--- src/ipe_pkg.sv ---
// Package with the register map, reset values and encodings of the input configuration block.
// Functional notes
// - Pull field 00 weak pull-up, 01 pull-down, 10 strong pull-up, 11 all off.
// - Polarity bit 0 sets the input flag whenever the pin samples low.
// - Polarity bit 1 sets the input flag whenever the pin samples high.
// - Route bit 1 turns input activity into FIFO entries; route bit 0 gives none.
// - Activity on a routed input raises the FIFO event interrupt.
// - Routed inputs never feed the aggregate input interrupt, whatever their enable.
// - Entries from routed inputs are coded as key events usable for unlock matching.
// - Reading a flag status register clears the flags it holds whose pin has left the chosen level.
// - Aggregate interrupt needs flag set, condition met and enable bit at one.
package ipe_pkg;

	// Input counts: rows R0..R5 are inputs 0..5, columns C0..C4 are inputs 6..10.
	localparam int IPE_NUM_IN   = 11;
	localparam int IPE_NUM_LOW  = 6;
	localparam int IPE_NUM_HIGH = 5;
	localparam int IPE_NUM_COL  = 5;
	localparam int IPE_COL_BASE = 6;

	// Register offsets on the device register port.
	localparam logic [7:0] IPE_OFS_FLAG_LOW   = 8'h13;
	localparam logic [7:0] IPE_OFS_FLAG_HIGH  = 8'h14;
	localparam logic [7:0] IPE_OFS_LEVEL_LOW  = 8'h15;
	localparam logic [7:0] IPE_OFS_LEVEL_HIGH = 8'h16;
	localparam logic [7:0] IPE_OFS_PULL_LOW   = 8'h19;
	localparam logic [7:0] IPE_OFS_PULL_HIGH  = 8'h1A;
	localparam logic [7:0] IPE_OFS_POL_LOW    = 8'h1B;
	localparam logic [7:0] IPE_OFS_POL_HIGH   = 8'h1C;
	localparam logic [7:0] IPE_OFS_ROUTE_LOW  = 8'h1D;
	localparam logic [7:0] IPE_OFS_ROUTE_HIGH = 8'h1E;
	localparam logic [7:0] IPE_OFS_EN_LOW     = 8'h1F;
	localparam logic [7:0] IPE_OFS_EN_HIGH    = 8'h20;

	// Values after reset.
	localparam logic [7:0]  IPE_PULL_LOW_RST  = 8'h51;
	localparam logic [1:0]  IPE_PULL_HIGH_RST = 2'h1;
	localparam logic [10:0] IPE_POL_RST       = 11'h000;
	localparam logic [10:0] IPE_ROUTE_RST     = 11'h000;
	localparam logic [10:0] IPE_EN_RST        = 11'h000;

	// Cycles after reset before pin changes count as activity.
	localparam logic [1:0] IPE_PRIME_CYCLES = 2'h3;

	// Event entry: bit 7 is the pin level, bits 6:0 the key-style event number.
	localparam logic [6:0] IPE_EVT_CODE_BASE = 7'h25;
	localparam int         IPE_EVT_LEVEL_BIT = 7;

	// Pull selection codes of one 2-bit field.
	typedef enum logic [1:0] {
		IPE_PULL_UP_WEAK   = 2'h0,
		IPE_PULL_DOWN      = 2'h1,
		IPE_PULL_UP_STRONG = 2'h2,
		IPE_PULL_OFF       = 2'h3
	} ipe_pull_t;

endpackage

--- src/ipe_input_config.sv ---
// Input pin configuration: pull selection, interrupt polarity and event FIFO routing.
`timescale 1ns/100ps
module ipe_input_config
	import ipe_pkg::*;
(
	input  wire logic                   clk,
	input  wire logic                   rst,
	// Raw general input pins, asynchronous to clk.
	input  wire logic [IPE_NUM_IN-1:0]  general_input_pin,
	// Device register port.
	input  wire logic [7:0]             reg_addr,
	input  wire logic                   reg_wr,
	input  wire logic [7:0]             reg_wdata,
	input  wire logic                   reg_rd,
	output logic      [7:0]             reg_rdata,
	// Column pull resistor controls, one bit per column pin.
	output logic      [IPE_NUM_COL-1:0] column_pullup_weak,
	output logic      [IPE_NUM_COL-1:0] column_pulldown,
	output logic      [IPE_NUM_COL-1:0] column_pullup_strong,
	// Aggregate input interrupt level.
	output logic                        aggregate_input_irq,
	// Entries toward the event FIFO.
	output logic                        event_valid,
	input  wire logic                   event_ready,
	output logic      [7:0]             event_code,
	output logic                        event_irq_set
);

	localparam int N = IPE_NUM_IN;
	localparam int C = IPE_NUM_COL;

	// All state of the block apart from the flag bank in one record.
	typedef struct packed {
		logic [N-1:0]   sync1;
		logic [N-1:0]   sync2;
		logic [N-1:0]   prev;
		logic [1:0]     prime;
		logic [2*C-1:0] pull;
		logic [N-1:0]   pol;
		logic [N-1:0]   route;
		logic [N-1:0]   en;
		logic [N-1:0]   pend;
		logic [7:0]     rdata;
		logic           evt_valid;
		logic [7:0]     evt_code;
		logic           evt_irq;
	} ipe_state_t;

	ipe_state_t   q;
	ipe_state_t   d;
	logic [N-1:0] flag;
	logic [N-1:0] flag_clear;
	logic         agg_irq;

	// Read strobes that clear the flag status registers.
	always_comb begin
		flag_clear = '0;
		if (reg_rd && reg_addr == IPE_OFS_FLAG_LOW) begin
			flag_clear[IPE_NUM_LOW-1:0] = '1;
		end
		if (reg_rd && reg_addr == IPE_OFS_FLAG_HIGH) begin
			flag_clear[N-1:IPE_NUM_LOW] = '1;
		end
	end

	// Flags and the aggregate interrupt sit in their own bank.
	ipe_flag_bank #(
		.N (N)
	) u_flags (
		.clk      (clk),
		.rst      (rst),
		.level    (q.sync2),
		.polarity (q.pol),
		.route    (q.route),
		.enable   (q.en),
		.clear    (flag_clear),
		.flag     (flag),
		.irq      (agg_irq)
	);

	// Next-state logic: synchroniser, register writes, reads and the event issuer.
	always_comb begin
		logic [N-1:0] activity;
		logic [N-1:0] taken;
		logic         load;
		logic         found;
		logic [6:0]   idx;
		logic         lvl;
		activity = '0;
		taken = '0;
		load = 1'b0;
		found = 1'b0;
		idx = '0;
		lvl = 1'b0;
		d = q;

		// Two flops before any logic sees a pin.
		d.sync1 = general_input_pin;
		d.sync2 = q.sync1;
		d.prev = q.sync2;

		// Hold off activity until the synchroniser carries real pin levels.
		if (q.prime != IPE_PRIME_CYCLES) begin
			d.prime = q.prime + 2'h1;
		end

		// Register writes; reserved bits are not stored.
		if (reg_wr) begin
			case (reg_addr)
				IPE_OFS_PULL_LOW: begin
					d.pull[7:0] = reg_wdata;
				end
				IPE_OFS_PULL_HIGH: begin
					d.pull[2*C-1:8] = reg_wdata[1:0];
				end
				IPE_OFS_POL_LOW: begin
					d.pol[IPE_NUM_LOW-1:0] = reg_wdata[IPE_NUM_LOW-1:0];
				end
				IPE_OFS_POL_HIGH: begin
					d.pol[N-1:IPE_NUM_LOW] = reg_wdata[IPE_NUM_HIGH-1:0];
				end
				IPE_OFS_ROUTE_LOW: begin
					d.route[IPE_NUM_LOW-1:0] = reg_wdata[IPE_NUM_LOW-1:0];
				end
				IPE_OFS_ROUTE_HIGH: begin
					d.route[N-1:IPE_NUM_LOW] = reg_wdata[IPE_NUM_HIGH-1:0];
				end
				IPE_OFS_EN_LOW: begin
					d.en[IPE_NUM_LOW-1:0] = reg_wdata[IPE_NUM_LOW-1:0];
				end
				IPE_OFS_EN_HIGH: begin
					d.en[N-1:IPE_NUM_LOW] = reg_wdata[IPE_NUM_HIGH-1:0];
				end
				default: begin
					d.pull = q.pull;
				end
			endcase
		end

		// Read data is registered; unmapped offsets and reserved bits read zero.
		d.rdata = 8'h00;
		if (reg_rd) begin
			case (reg_addr)
				IPE_OFS_FLAG_LOW: begin
					d.rdata = {2'h0, flag[IPE_NUM_LOW-1:0]};
				end
				IPE_OFS_FLAG_HIGH: begin
					d.rdata = {3'h0, flag[N-1:IPE_NUM_LOW]};
				end
				IPE_OFS_LEVEL_LOW: begin
					d.rdata = {2'h0, q.sync2[IPE_NUM_LOW-1:0]};
				end
				IPE_OFS_LEVEL_HIGH: begin
					d.rdata = {3'h0, q.sync2[N-1:IPE_NUM_LOW]};
				end
				IPE_OFS_PULL_LOW: begin
					d.rdata = q.pull[7:0];
				end
				IPE_OFS_PULL_HIGH: begin
					d.rdata = {6'h00, q.pull[2*C-1:8]};
				end
				IPE_OFS_POL_LOW: begin
					d.rdata = {2'h0, q.pol[IPE_NUM_LOW-1:0]};
				end
				IPE_OFS_POL_HIGH: begin
					d.rdata = {3'h0, q.pol[N-1:IPE_NUM_LOW]};
				end
				IPE_OFS_ROUTE_LOW: begin
					d.rdata = {2'h0, q.route[IPE_NUM_LOW-1:0]};
				end
				IPE_OFS_ROUTE_HIGH: begin
					d.rdata = {3'h0, q.route[N-1:IPE_NUM_LOW]};
				end
				IPE_OFS_EN_LOW: begin
					d.rdata = {2'h0, q.en[IPE_NUM_LOW-1:0]};
				end
				IPE_OFS_EN_HIGH: begin
					d.rdata = {3'h0, q.en[N-1:IPE_NUM_LOW]};
				end
				default: begin
					d.rdata = 8'h00;
				end
			endcase
		end

		// Any change of a routed input's level is activity for the FIFO.
		if (q.prime == IPE_PRIME_CYCLES) begin
			activity = (q.sync2 ^ q.prev) & q.route;
		end

		// The output slot is free when empty or when the FIFO takes its entry.
		load = !q.evt_valid || event_ready;
		if (q.evt_valid && event_ready) begin
			d.evt_valid = 1'b0;
		end

		// Lowest pending input goes first; its level is read when it is issued.
		if (load) begin
			for (int i = N - 1; i >= 0; i--) begin
				if (q.pend[i] && q.route[i]) begin
					found = 1'b1;
					idx = 7'(i);
					lvl = q.sync2[i];
				end
			end
			if (found) begin
				taken[idx[3:0]] = 1'b1;
				d.evt_valid = 1'b1;
				d.evt_code[IPE_EVT_LEVEL_BIT] = lvl;
				d.evt_code[6:0] = IPE_EVT_CODE_BASE + idx;
			end
		end

		// New activity wins over the issue; unrouted inputs drop what they had pending.
		d.pend = ((q.pend & ~taken) | activity) & q.route;

		// Each entry accepted by the FIFO asks for the event interrupt.
		d.evt_irq = q.evt_valid && event_ready;
	end

	// State register with reset values.
	always_ff @(posedge clk) begin
		if (rst) begin
			q <= '0;
			q.pull <= {IPE_PULL_HIGH_RST, IPE_PULL_LOW_RST};
			q.pol <= IPE_POL_RST;
			q.route <= IPE_ROUTE_RST;
			q.en <= IPE_EN_RST;
		end else begin
			q <= d;
		end
	end

	// Decode each column's pull field into resistor controls.
	for (genvar c = 0; c < C; c++) begin : g_col_pull
		ipe_pull_t sel;
		assign sel = ipe_pull_t'(q.pull[2*c+1:2*c]);
		assign column_pullup_weak[c]   = (sel == IPE_PULL_UP_WEAK);
		assign column_pulldown[c]      = (sel == IPE_PULL_DOWN);
		assign column_pullup_strong[c] = (sel == IPE_PULL_UP_STRONG);
	end

	// Outputs.
	assign reg_rdata           = q.rdata;
	assign aggregate_input_irq = agg_irq;
	assign event_valid         = q.evt_valid;
	assign event_code          = q.evt_code;
	assign event_irq_set       = q.evt_irq;

endmodule // ipe_input_config

--- src/ipe_flag_bank.sv ---
// Per-input level-sensitive interrupt flags and the aggregate input interrupt.
`timescale 1ns/100ps
module ipe_flag_bank
	import ipe_pkg::*;
#(
	parameter int N = 11
) (
	input  wire logic         clk,
	input  wire logic         rst,
	input  wire logic [N-1:0] level,
	input  wire logic [N-1:0] polarity,
	input  wire logic [N-1:0] route,
	input  wire logic [N-1:0] enable,
	input  wire logic [N-1:0] clear,
	output logic      [N-1:0] flag,
	output logic              irq
);

	typedef struct packed {
		logic [N-1:0] flag;
		logic         irq;
	} ipe_flag_state_t;

	ipe_flag_state_t q;
	ipe_flag_state_t d;
	logic [N-1:0]    cond;

	// A flag is set while its pin sits at the chosen level; the set wins over a read clear.
	always_comb begin
		d = q;
		cond = ~(level ^ polarity);
		d.flag = (q.flag & ~clear) | cond;
		d.irq = |(q.flag & cond & enable & ~route);
	end

	// State register.
	always_ff @(posedge clk) begin
		if (rst) begin
			q <= '0;
		end else begin
			q <= d;
		end
	end

	assign flag = q.flag;
	assign irq  = q.irq;

endmodule // ipe_flag_bank

--- config.mk ---
export PLATFORM = sky130hd
export DESIGN_NAME = ipe_input_config
export DESIGN_NICKNAME = d
export VERILOG_FILES = /design/src/ipe_pkg.sv /design/src/ipe_input_config.sv /design/src/ipe_flag_bank.sv
export SDC_FILE = /design/constraint.sdc
export NUM_CORES = 1
export LEC_CHECK = 0
export ABC_CLOCK_PERIOD_IN_PS = 2600
export BUFFER_PORTS_ARGS = -buffer_cell sky130_fd_sc_hd__buf_2
export CAP_MARGIN = 40
export CORE_UTILIZATION = 62
export DETAILED_ROUTE_END_ITERATION = 16
export GPL_TIMING_DRIVEN = 0
export PLACE_DENSITY = 0.84
export SYNTH_ARGS = -nofsm -noshare
export SYNTH_HDL_FRONTEND = slang
export SYNTH_SLANG_ARGS = --single-unit
--- constraint.sdc ---
create_clock -name clk -period 2.6 [get_ports clk]
set_input_delay 0.26 -clock clk [delete_from_list [all_inputs] [get_ports clk]]
set_output_delay 0.26 -clock clk [all_outputs]
set_load 0.01 [all_outputs]
## Word level (Yosys, flattened, before mapping)

Index checks and enable logic that the tools add are counted.

| operators by class | value |
|---|---|
| mux-type cells | 46 |
| $add $sub $neg | 2 |
| order comparisons | 2 |
| bitwise operators | 16 |
| equal/unequal tests | 24 |
| reductions and logical operators | 33 |

Operator list:

| kind | count |
|---|---|
| case mux 8 bit (12 select lines) | 1 |
| == test 8 x 5 -> 1 bit (second input constant) | 11 |
| bitwise AND 11 bit | 7 |
| two-way mux 7 bit | 11 |
| NOT 11 bit | 4 |
| two-way mux 11 bit | 3 |
| two-way mux 1 bit | 25 |
| bitwise OR 11 bit | 2 |
| XOR 11 bit | 2 |
| two-way mux 9 bit | 2 |
| AND reduction 2 bit | 9 |
| logical AND 1 bit | 15 |
| == test 2 bit (second input constant) | 6 |
| OR reduction 11 bit | 1 |
| == test 2 x 1 -> 1 bit (second input constant) | 5 |
| logical NOT 2 bit | 5 |
| == test 8 x 6 -> 1 bit (second input constant) | 1 |
| adder 6 x 7 -> 7 bit (first input constant) | 1 |
| two-way mux 6 bit | 1 |
| < comparator 4 x 5 -> 1 bit (second input constant) | 1 |
| two-way mux 5 bit | 1 |
| demux 1 bit (select 4 bit) | 1 |
| greater-or-equal comparator 4 x 1 -> 1 bit (second input constant) | 1 |
| two-way mux 4 bit | 1 |
| other kinds (6) | 6 |

| word-level totals | value |
|---|---|
| input bits | 32 |
| flip-flop bits (word level) | 119 |
| word-level logic and storage cells | 142 |

## Depth between registers and ports, before layout

Gate-level depths: netlist of run 1.

| depth | value |
|---|---|
| word-level depth | 23 |
| gate-level depth with buffers | 9 |

## Hierarchy

A second synthesis of run 1 with hierarchy kept.

| second synthesis, totals | value |
|---|---|
| cells, all modules | 613 |
| area, all modules | 5501.5 um2 |

Modules (own cells, without submodules):

| module | area each (um2) | cells each | instances | sequential area each (um2) |
|---|---|---|---|---|
| ipe_input_config | 4917.2 | 541 | 1 | 2122.0 |
| ipe_flag_bank | 584.3 | 72 | 1 | 240.2 |

## Worst setup path before layout of run 1

OpenSTA, ideal clock, no wires.

| timing path | value |
|---|---|
| path kind | input -> register |
| start | input reg_addr[5] |
| end | register q, in the netlist g_col_pull[0].sel[0] |
| stages on the path | 5 |
| required time | 2480 ps |
| setup slack | 848 ps |
| library setup time | 120 ps |
| data arrival time | 1632 ps |
| path through | or4b_4 > nor3b_4 > buf_6 > nand3_4 > a211o_1 |

| on the way | value |
|---|---|
| longest elaborated chain between the ends | 2 |

Ends and longest elaborated chain:

| element | RTL line | RTL |
|---|---|---|
| from (decl) | ipe_input_config.sv:11 | `input wire logic [7:0] reg_addr,` |
| == test 8 x 5 -> 1 bit | ipe_input_config.sv:109 | `case (reg_addr)` |
| AND reduction 2 bit (no line) | -- |  |
| to (decl) | ipe_input_config.sv:49 | `ipe_state_t q;` |

No other way between the ends.
A chain may end at the register's enable or synchronous reset.

## Worst setup path after layout of run 1

| timing path | value |
|---|---|
| start | register, netlist name q[47] |
| end | register q[19] (netlist name) |

| on the way | value |
|---|---|
| longest elaborated chain between the ends | 20 |
| elaborated cells on any way between the ends | 30 |

Ends and longest elaborated chain:

| element | RTL line | RTL |
|---|---|---|
| logical AND 1 bit (*) | ipe_input_config.sv:200 | `if (q.pend[i] && q.route[i]) begin` |
| two-way mux 7 bit (8 in a row) | ipe_input_config.sv:200 |  |
| two-way mux 7 bit | ipe_input_config.sv:198 | `if (load) begin` |
| < comparator 4 x 5 -> 1 bit (not written as such) / greater-or-equal comparator 4 x 1 -> 1 bit (equally long branches) | ipe_input_config.sv:207 | `taken[idx[3:0]] = 1'b1;` |
| logical AND 1 bit (not written as such) | ipe_input_config.sv:207 |  |
| two-way mux 1 bit (not written as such) | ipe_input_config.sv:207 |  |
| demux 1 bit (select 4 bit) | ipe_input_config.sv:207 |  |
| two-way mux 11 bit (*) | ipe_input_config.sv:206 | `if (found) begin` |
| two-way mux 11 bit (*) | ipe_input_config.sv:198 |  |
| NOT 11 bit (*) | ipe_input_config.sv:215 | `d.pend = ((q.pend & ~taken) \| activity) & q.route;` |
| bitwise AND 11 bit (*) | ipe_input_config.sv:215 |  |
| bitwise OR 11 bit (*) | ipe_input_config.sv:215 |  |
| bitwise AND 11 bit (*) | ipe_input_config.sv:215 |  |

Mark *: on every way between the ends. The rest lies on a longest branch, timed or not. The select of a mux whose other input is x is not followed.

==> results of run 1 <==
state kept, by name, indices dropped and copies added (netlist names):
name	cells
event_irq_set	1
d	22
reg_rdata	8
u_flags.irq	1
q	57
u_flags.flag	11
g_col_pull.sel	10
event_code	7
event_valid	1
cell usage after synthesis, drive strengths merged, types with 3 or more instances:
cell type  number  share of area
nand2b          8         0.0093
a222oi          7          0.013
buf            25          0.033
a31oi          10          0.012
dfxtp         118           0.44
mux2i          33          0.062
ha              3         0.0070
clkbuf         18          0.013
a22oi           8          0.011
nand2          66          0.046
o21ai          22          0.021
mux4            4          0.017
nor3           13          0.013
a211o           3         0.0049
nand4           5         0.0086
a21oi          36          0.034
a22o            5         0.0082
nand3          17          0.018
mux2            6          0.013
a211oi          3         0.0042
nor4            3         0.0063
and3           14          0.016
xor2           23          0.038
inv             5         0.0035
a32oi           4         0.0065
nor2b          49          0.057
nor2           48          0.034
and2            7         0.0082
nor3b           8          0.014
logic make-up (layout without fill, tap and decap cells):
family          count (synthesis)  after routing
simple gates                  245            245
flops                         118            118
compound gates                108            108
buf+inv                        48            156
mux                            43             43
xor+xnor                       23             23
fa+ha+maj                       3              3
other cells                     1              1
layout make-up:
class / count / share of cell area
Clock buffer: 17 / 0.0637
Multi-Input combinational cell: 423 / 0.419
Sequential cell: 118 / 0.363
Tap cell: 105 / 0.0202
Buffer: 43 / 0.0383
Timing Repair Buffer: 76 / 0.0685
Inverter: 5 / 0.00289
Clock inverter: 15 / 0.0242
per-layer routing:
metal | track usage | up-vias | share of wire
met5 | 0 | - | 0
met4 | 0.143 | 0 | 0.026
met3 | 0.134 | 41 | 0.11
met2 | 0.600 | 335 | 0.45
met1 | 0.518 | 2375 | 0.41
li1 | - | 2255 | -
final timing paths:
check,cells past startpoint,slack (ns),from,end
hold reg to reg,1,0.45,d[93]$_SDFF_PP0_,d[82]$_SDFF_PP0_
setup / recovery,9,0.44,q[47]$_SDFFE_PP0P_,q[19]$_SDFF_PP0_
hold / removal,3,0.05,reg_wdata[5],q[34]$_SDFFE_PP0P_
setup reg to reg,9,0.44,q[47]$_SDFFE_PP0P_,q[19]$_SDFF_PP0_
critical path, delay by kind of cell (launching register included):
kind | cells | cell delay, ns
AOI/OAI and AO/OA | 5 | 0.95
DFF | 1 | 0.54
and+or+nand+nor | 3 | 0.32
adders and majority gates | 1 | 0.19
power groups by stage:
stage	Sequential [µW]	Clock (µW)	Combinational, µW
4_1_cts	1880	2270	233
3_5_place_dp	1920	0	213
5_1_grt	1890	2360	258
3_3_place_gp	1920	0	206
2_1_floorplan	1910	0	125
6_report	1890	2280	242
metrics by stage:
stage / util / hold slack [ns] / total power (µW)
3_3_place_gp: 0.699 / 0.418 / 2130
5_1_grt: 0.784 / 0.0591 / 4510
6_report: 0.784 / 0.0460 / 4410
2_1_floorplan: - / 0.374 / 2030
4_1_cts: 0.784 / 0.0369 / 4390
3_5_place_dp: 0.699 / 0.422 / 2140
what timing repair did:
action / in CTS / in global routing
setup endpoints to repair: 0 / 0
hold buffers: 13 / 0
endpoints found under the hold margin: 13 / 0
==> impl_metrics.py, run 1 <==
metrics = {
    "worst_setup_path": {
        "cell_with_the_biggest_individual_delay_on_the_critical_path": "sky130_fd_sc_hd__dfxtp_1",
        "worstSetupStartpointType": "flop",
        "cp_max_fo": 8,
        "cp_data_required_time_ns": 2.98,
        "worstPathArrival_ns": 2.53,
        "worst_setup_end_kind": "flop",
        "crit_path_cell_trace": "a22oi_1, o21ai_0, a31oi_1, o21ai_0, and2_1, ha_1, nand3_1, a22oi_1, nor3b_1",
        "timing.critical_path.slowest_cell_delay_ns": 0.54,
        "worstSetupPathType": "flop to flop",
    },
    "placed_design": {
        "place_inst": 757,
        "post_dp_cell_area_mm2": 0.00580,
        "dpl_hpwl_mm": 11.0,
        "post_place_setup_slack_ns": 0.409,
        "gpl.final_weighted_congestion": 1.02,
        "number_of_port_buffers": 63,
    },
    "detailed_routing": {
        "detail_route.wirelength_mm": 16.8,
        "via_per_inst": 6.24,
        "wl_per_cell_um": 20.9,
        "drtIter0Drc": 608,
        "drt-pass1-iter-count": 6,
        "antenna_left": 0,
        "detailroute.via_count": 5006,
        "post-route-drc-count": 0,
    },
    "synthesis": {
        "yosys-mux-area-fraction": 0.0911,
        "post_synth_inst_count": 589,
        "synth-xor-area-share": 0.0376,
        "postSynthNetCount": 624,
        "dominantRegCellSynth": "sky130_fd_sc_hd__dfxtp_1",
        "synth_top_family_by_area": "simple AND/OR/NAND/NOR gates",
        "synth_compound_gate_area_share": 0.129,
        "synthesis.yosys.warnings": 0,
        "adder_and_majority_cell_fraction_of_the_synthesized_area": 0.00701,
        "yosys.area_share.simple": 0.244,
        "synth_area_per_cell_um2": 9.09,
        "ys_async_sr_fraction": 0,
        "sequential_element_share_of_the_synthesized_area": 0.441,
        "yosys_register_bits": 118,
        "synthesized_area_mm2": 0.00536,
        "edff_count_synth": 0,
        "synthDistinctLibCells": 53,
    },
    "global_routing": {
        "initial_antenna_violation_count": 0,
        "grt_max_degree": 17,
        "grt_pass1_vias": 4690,
        "remaining_global_route_overflow": 0,
        "grt_pass1_wl_mm": 25.6,
        "grtUsageTotal": 0.394,
    },
    "run_status": {
        "outcome": "completed",
    },
    "sta": {
        "period_share": 0.829,
        "grt_setup_unrepaired": "false",
        "max_freq_mhz": 464,
        "layout_min_cycle_time_ns": 2.16,
        "final_max_slew_viol_count": 0,
        "slew-limit-headroom": 0.343,
        "tightest_slew_ns": 0.977,
        "worst_slack_ns": 0.445,
        "final_hold_violation_count": 0,
        "setup_violations_final": 0,
        "timing.clock.skew_ns": 0.00728,
        "timing.setup.tns_ns": 0,
    },
    "finish": {
        "final-seq-area_mm2": 0.00236,
        "multiInputGateArea_mm2": 0.00273,
        "filler_cell_count": 561,
        "layout_commonest_cell": "sky130_fd_sc_hd__dfxtp_1",
        "finalNonFillerCells": 802,
        "drive_gt1_frac": 0.199,
        "num-nets-final": 719,
        "fin_area_mm2": 0.00650,
        "area_growth_syn_to_layout_pct": 21.4,
        "most-common-layout-cells": "sky130_fd_sc_hd__dfxtp_1, sky130_fd_sc_hd__buf_2, sky130_fd_sc_hd__nand2_1, sky130_fd_sc_hd__nor2b_1, sky130_fd_sc_hd__nor2_1",
        "n_antenna_cell": 0,
    },
    "clocking": {
        "ctsResizeCount": 0,
        "htree_num_levels": 4,
        "cts-buffers-inserted": 17,
        "numClockSinks": 118,
        "clk_pin_slew_worst_paths_ns": 0.06,
        "clk_path_buf_depth": 2,
        "tritoncts": "done",
        "clk_latency_ns": 0.53,
        "cts-root-buf": "sky130_fd_sc_hd__clkbuf_8",
        "postCtsSetupRepairBufs": 0,
    },
    "floorplanning": {
        "floorplan.initialDensity": 0.645,
        "io_pins": 66,
        "die_area_mm2": 0.00902,
        "floorplan.core_area_mm2": 0.00830,
        "fp-row-count": 33,
        "floorplan.die.height_um": 95.0,
        "die_x_um": 95.0,
    },
    "power": {
        "switching_power_uw": 1160,
        "cellPowerDensity_mw_per_mm2": 678,
        "total_leakage_power_uw": 0.00282,
        "power.clock.fraction": 0.517,
        "p_comb_frac": 0.055,
        "internal_power_uw": 3250,
        "share_seq_of_total_power": 0.428,
        "vdd_ir_drop_max_uv": 623,
        "switching_share": 0.263,
    },
    "worst_hold_path": {
        "worst_hold_path_type": "input port to flop",
    },
    "flow_run": {
        "drv.max_cap_violation_count": 0,
    },
}
Power figures use the tool's default switching activity.
==> run 2: changes to the inputs <==
--- a/config.mk
+++ b/config.mk
@@ -5,13 +5,13 @@
 export SDC_FILE = /design/constraint.sdc
 export NUM_CORES = 1
 export LEC_CHECK = 0
-export ABC_CLOCK_PERIOD_IN_PS = 2600
+export ABC_CLOCK_PERIOD_IN_PS = 2110
 export BUFFER_PORTS_ARGS = -buffer_cell sky130_fd_sc_hd__buf_2
 export CAP_MARGIN = 40
-export CORE_UTILIZATION = 62
+export CORE_UTILIZATION = 58
 export DETAILED_ROUTE_END_ITERATION = 16
 export GPL_TIMING_DRIVEN = 0
-export PLACE_DENSITY = 0.84
+export PLACE_DENSITY = 0.8
 export SYNTH_ARGS = -nofsm -noshare
 export SYNTH_HDL_FRONTEND = slang
 export SYNTH_SLANG_ARGS = --single-unit
==> constraint.sdc (replaced) <==
create_clock -name clk -period 2.11 [get_ports clk]
set_input_delay 0.211 -clock clk [delete_from_list [all_inputs] [get_ports clk]]
set_output_delay 0.211 -clock clk [all_outputs]
set_load 0.01 [all_outputs]
==> impl_metrics.py, run 2 (synthesis results as in run 1) <==
metrics = {
    "detailed_routing": {
        "detail_route.wirelength_mm": 16.0,
        "detailroute.via_count": 4889,
        "wl_per_cell_um": 19.8,
        "drt-pass1-iter-count": 16,
        "antenna_left": 0,
        "post-route-drc-count": 1,
        "drtIter0Drc": 482,
        "via_per_inst": 6.06,
    },
    "sta": {
        "max_freq_mhz": 496,
        "tightest_slew_ns": 0.843,
        "setup_violations_final": 0,
        "grt_setup_unrepaired": "false",
        "worst_slack_ns": 0.0926,
        "final_max_slew_viol_count": 0,
        "timing.setup.tns_ns": 0,
        "slew-limit-headroom": 0.433,
        "timing.clock.skew_ns": 0.00759,
        "layout_min_cycle_time_ns": 2.02,
        "final_hold_violation_count": 0,
        "period_share": 0.956,
    },
    "clocking": {
        "htree_num_levels": 4,
        "tritoncts": "done",
        "numClockSinks": 118,
        "cts-root-buf": "sky130_fd_sc_hd__clkbuf_8",
        "clk_path_buf_depth": 2,
        "clk_latency_ns": 0.52,
        "clk_pin_slew_worst_paths_ns": 0.06,
        "cts-buffers-inserted": 17,
    },
    "placed_design": {
        "gpl.final_weighted_congestion": 0.978,
        "number_of_port_buffers": 63,
        "post_place_setup_slack_ns": -0.0314,
        "dpl_hpwl_mm": 11.0,
    },
    "finish": {
        "filler_cell_count": 640,
        "layout_commonest_cell": "sky130_fd_sc_hd__dfxtp_1",
        "final-seq-area_mm2": 0.00236,
        "flip_flop_count_of_the_largest_register_after_layout": 57,
        "num-nets-final": 722,
        "drive_gt1_frac": 0.205,
        "most-common-layout-cells": "sky130_fd_sc_hd__dfxtp_1, sky130_fd_sc_hd__buf_2, sky130_fd_sc_hd__nand2_1, sky130_fd_sc_hd__nor2b_1, sky130_fd_sc_hd__nor2_1",
        "area_growth_syn_to_layout_pct": 23.3,
        "multiInputGateArea_mm2": 0.00273,
        "n_antenna_cell": 0,
        "largest_register": "q",
    },
    "floorplanning": {
        "die_x_um": 98.1,
        "floorplan.core_area_mm2": 0.00885,
        "fp-row-count": 34,
        "floorplan.die.height_um": 98.1,
        "die_area_mm2": 0.00962,
        "floorplan.initialDensity": 0.605,
        "io_pins": 66,
    },
    "worst_hold_path": {
        "worstHoldStart": "reg_wdata[2]",
        "worstHoldEndpoint": "q[31]$_SDFFE_PP0P_",
        "worstHoldPathCells": 3,
        "worst_hold_path_type": "input port to flop",
    },
    "worst_setup_path": {
        "r2r_start": "q[45]$_SDFFE_PP0P_",
        "crit-reg2reg-capture": "q[19]$_SDFF_PP0_",
        "cp_data_required_time_ns": 2.48,
        "worst_setup_end_kind": "flop",
        "worst_r2r_path_depth": 9,
        "worstSetupStartpointType": "flop",
        "worstSetupPathType": "flop to flop",
        "cp_max_fo": 7,
        "reg2reg_slack_ns": 0.09,
        "worstPathArrival_ns": 2.39,
    },
    "power": {
        "total_leakage_power_uw": 0.00286,
        "vdd_ir_drop_max_uv": 926,
        "cellPowerDensity_mw_per_mm2": 869,
        "totalPowerFinal_uw": 5740,
    },
    "run_status": {
        "outcome": "complete, but fails checks",
        "violations": "design-rule violations",
    },
    "global_routing": {
        "grt_pass1_vias": 4677,
        "remaining_global_route_overflow": 0,
        "initial_antenna_violation_count": 0,
        "grtUsageTotal": 0.350,
        "grt_pass1_wl_mm": 25.2,
        "grt_max_degree": 17,
    },
    "flow_run": {
        "drv.max_cap_violation_count": 0,
    },
}
run 2: cell count changes in the layout (fill, tap and decap cells not counted), moves of 2 or more:
cell                        before  now
sky130_fd_sc_hd__buf_4          16   18
sky130_fd_sc_hd__bufinv_16       1    5
sky130_fd_sc_hd__dfxtp_1       118  116
sky130_fd_sc_hd__dfxtp_2         0    2
sky130_fd_sc_hd__inv_8           4    0
run 2: metrics by stage:
stage          hold slack [ns]  instances  cell area [µm²]  utilization
2_1_floorplan            0.325        589             5360            -
3_3_place_gp             0.416        760             5810        0.656
3_5_place_dp             0.424        760             5810        0.656
4_1_cts                 0.0365        805             6590        0.744
5_1_grt                 0.0353        807             6610        0.747
6_report                0.0452        807             6610        0.747
run 2: worst max-delay path, cell delays in order (launching register included):
cell	delay (ns)
sky130_fd_sc_hd__dfxtp_1	0.54
sky130_fd_sc_hd__a22oi_1	0.15
sky130_fd_sc_hd__o21ai_0	0.15
sky130_fd_sc_hd__a31oi_1	0.15
sky130_fd_sc_hd__o21ai_1	0.21
sky130_fd_sc_hd__and2_1	0.16
sky130_fd_sc_hd__ha_1	0.17
sky130_fd_sc_hd__nand3_1	0.07
sky130_fd_sc_hd__a22oi_1	0.20
sky130_fd_sc_hd__nor3b_1	0.07
run 2: worst max-delay path by stage:
stage	slack, ns	start	to
after floorplan	0.41	reg_addr[5]	g_col_pull[0].sel[0]$_SDFFE_PP1P_
after global placement	0.02	reg_addr[5]	u_flags.flag[8]$_SDFF_PP0_
after detailed placement	-0.03	reg_addr[5]	q[59]$_SDFFE_PP0P_
after CTS	0.04	q[49]$_SDFFE_PP0P_	q[19]$_SDFF_PP0_
after global routing	0.008	q[42]$_SDFFE_PP0P_	event_code[0]$_SDFFE_PP0P_
final	0.09	q[45]$_SDFFE_PP0P_	q[19]$_SDFF_PP0_
run 2: per-layer routing:
metal / share of wire / vias to the layer above / track usage
li1: - / 2256 / -
met1: 0.41 / 2316 / 0.466
met2: 0.46 / 283 / 0.541
met3: 0.11 / 34 / 0.0923
met4: 0.026 / 0 / 0.147
met5: 0 / - / 0
run 2: timing repair:
action | in CTS | in global routing
gates resized for setup | 1 | 3
setup buffers | 0 | 2
endpoints found under the setup margin | 1 | 9
hold endpoints to repair | 14 | 0
pin swaps | 0 | 2
hold buffers | 14 | 0
run 2: area by class of cell:
class | instances | area share
Multi-Input combinational cell | 423 | 0.413
Sequential cell | 118 | 0.358
Timing Repair Buffer | 79 | 0.0712
Clock buffer | 17 | 0.0627
Buffer | 43 | 0.0377
Clock inverter | 14 | 0.0337
Tap cell | 108 | 0.0205
Inverter | 5 | 0.00284
run 2: power by group:
group | internal (µW) | switching [µW] | total, µW
Sequential | 2280 | 45.0 | 2320
Clock | 2050 | 1080 | 3130
Combinational | 115 | 176 | 291
Total | 4440 | 1300 | 5740
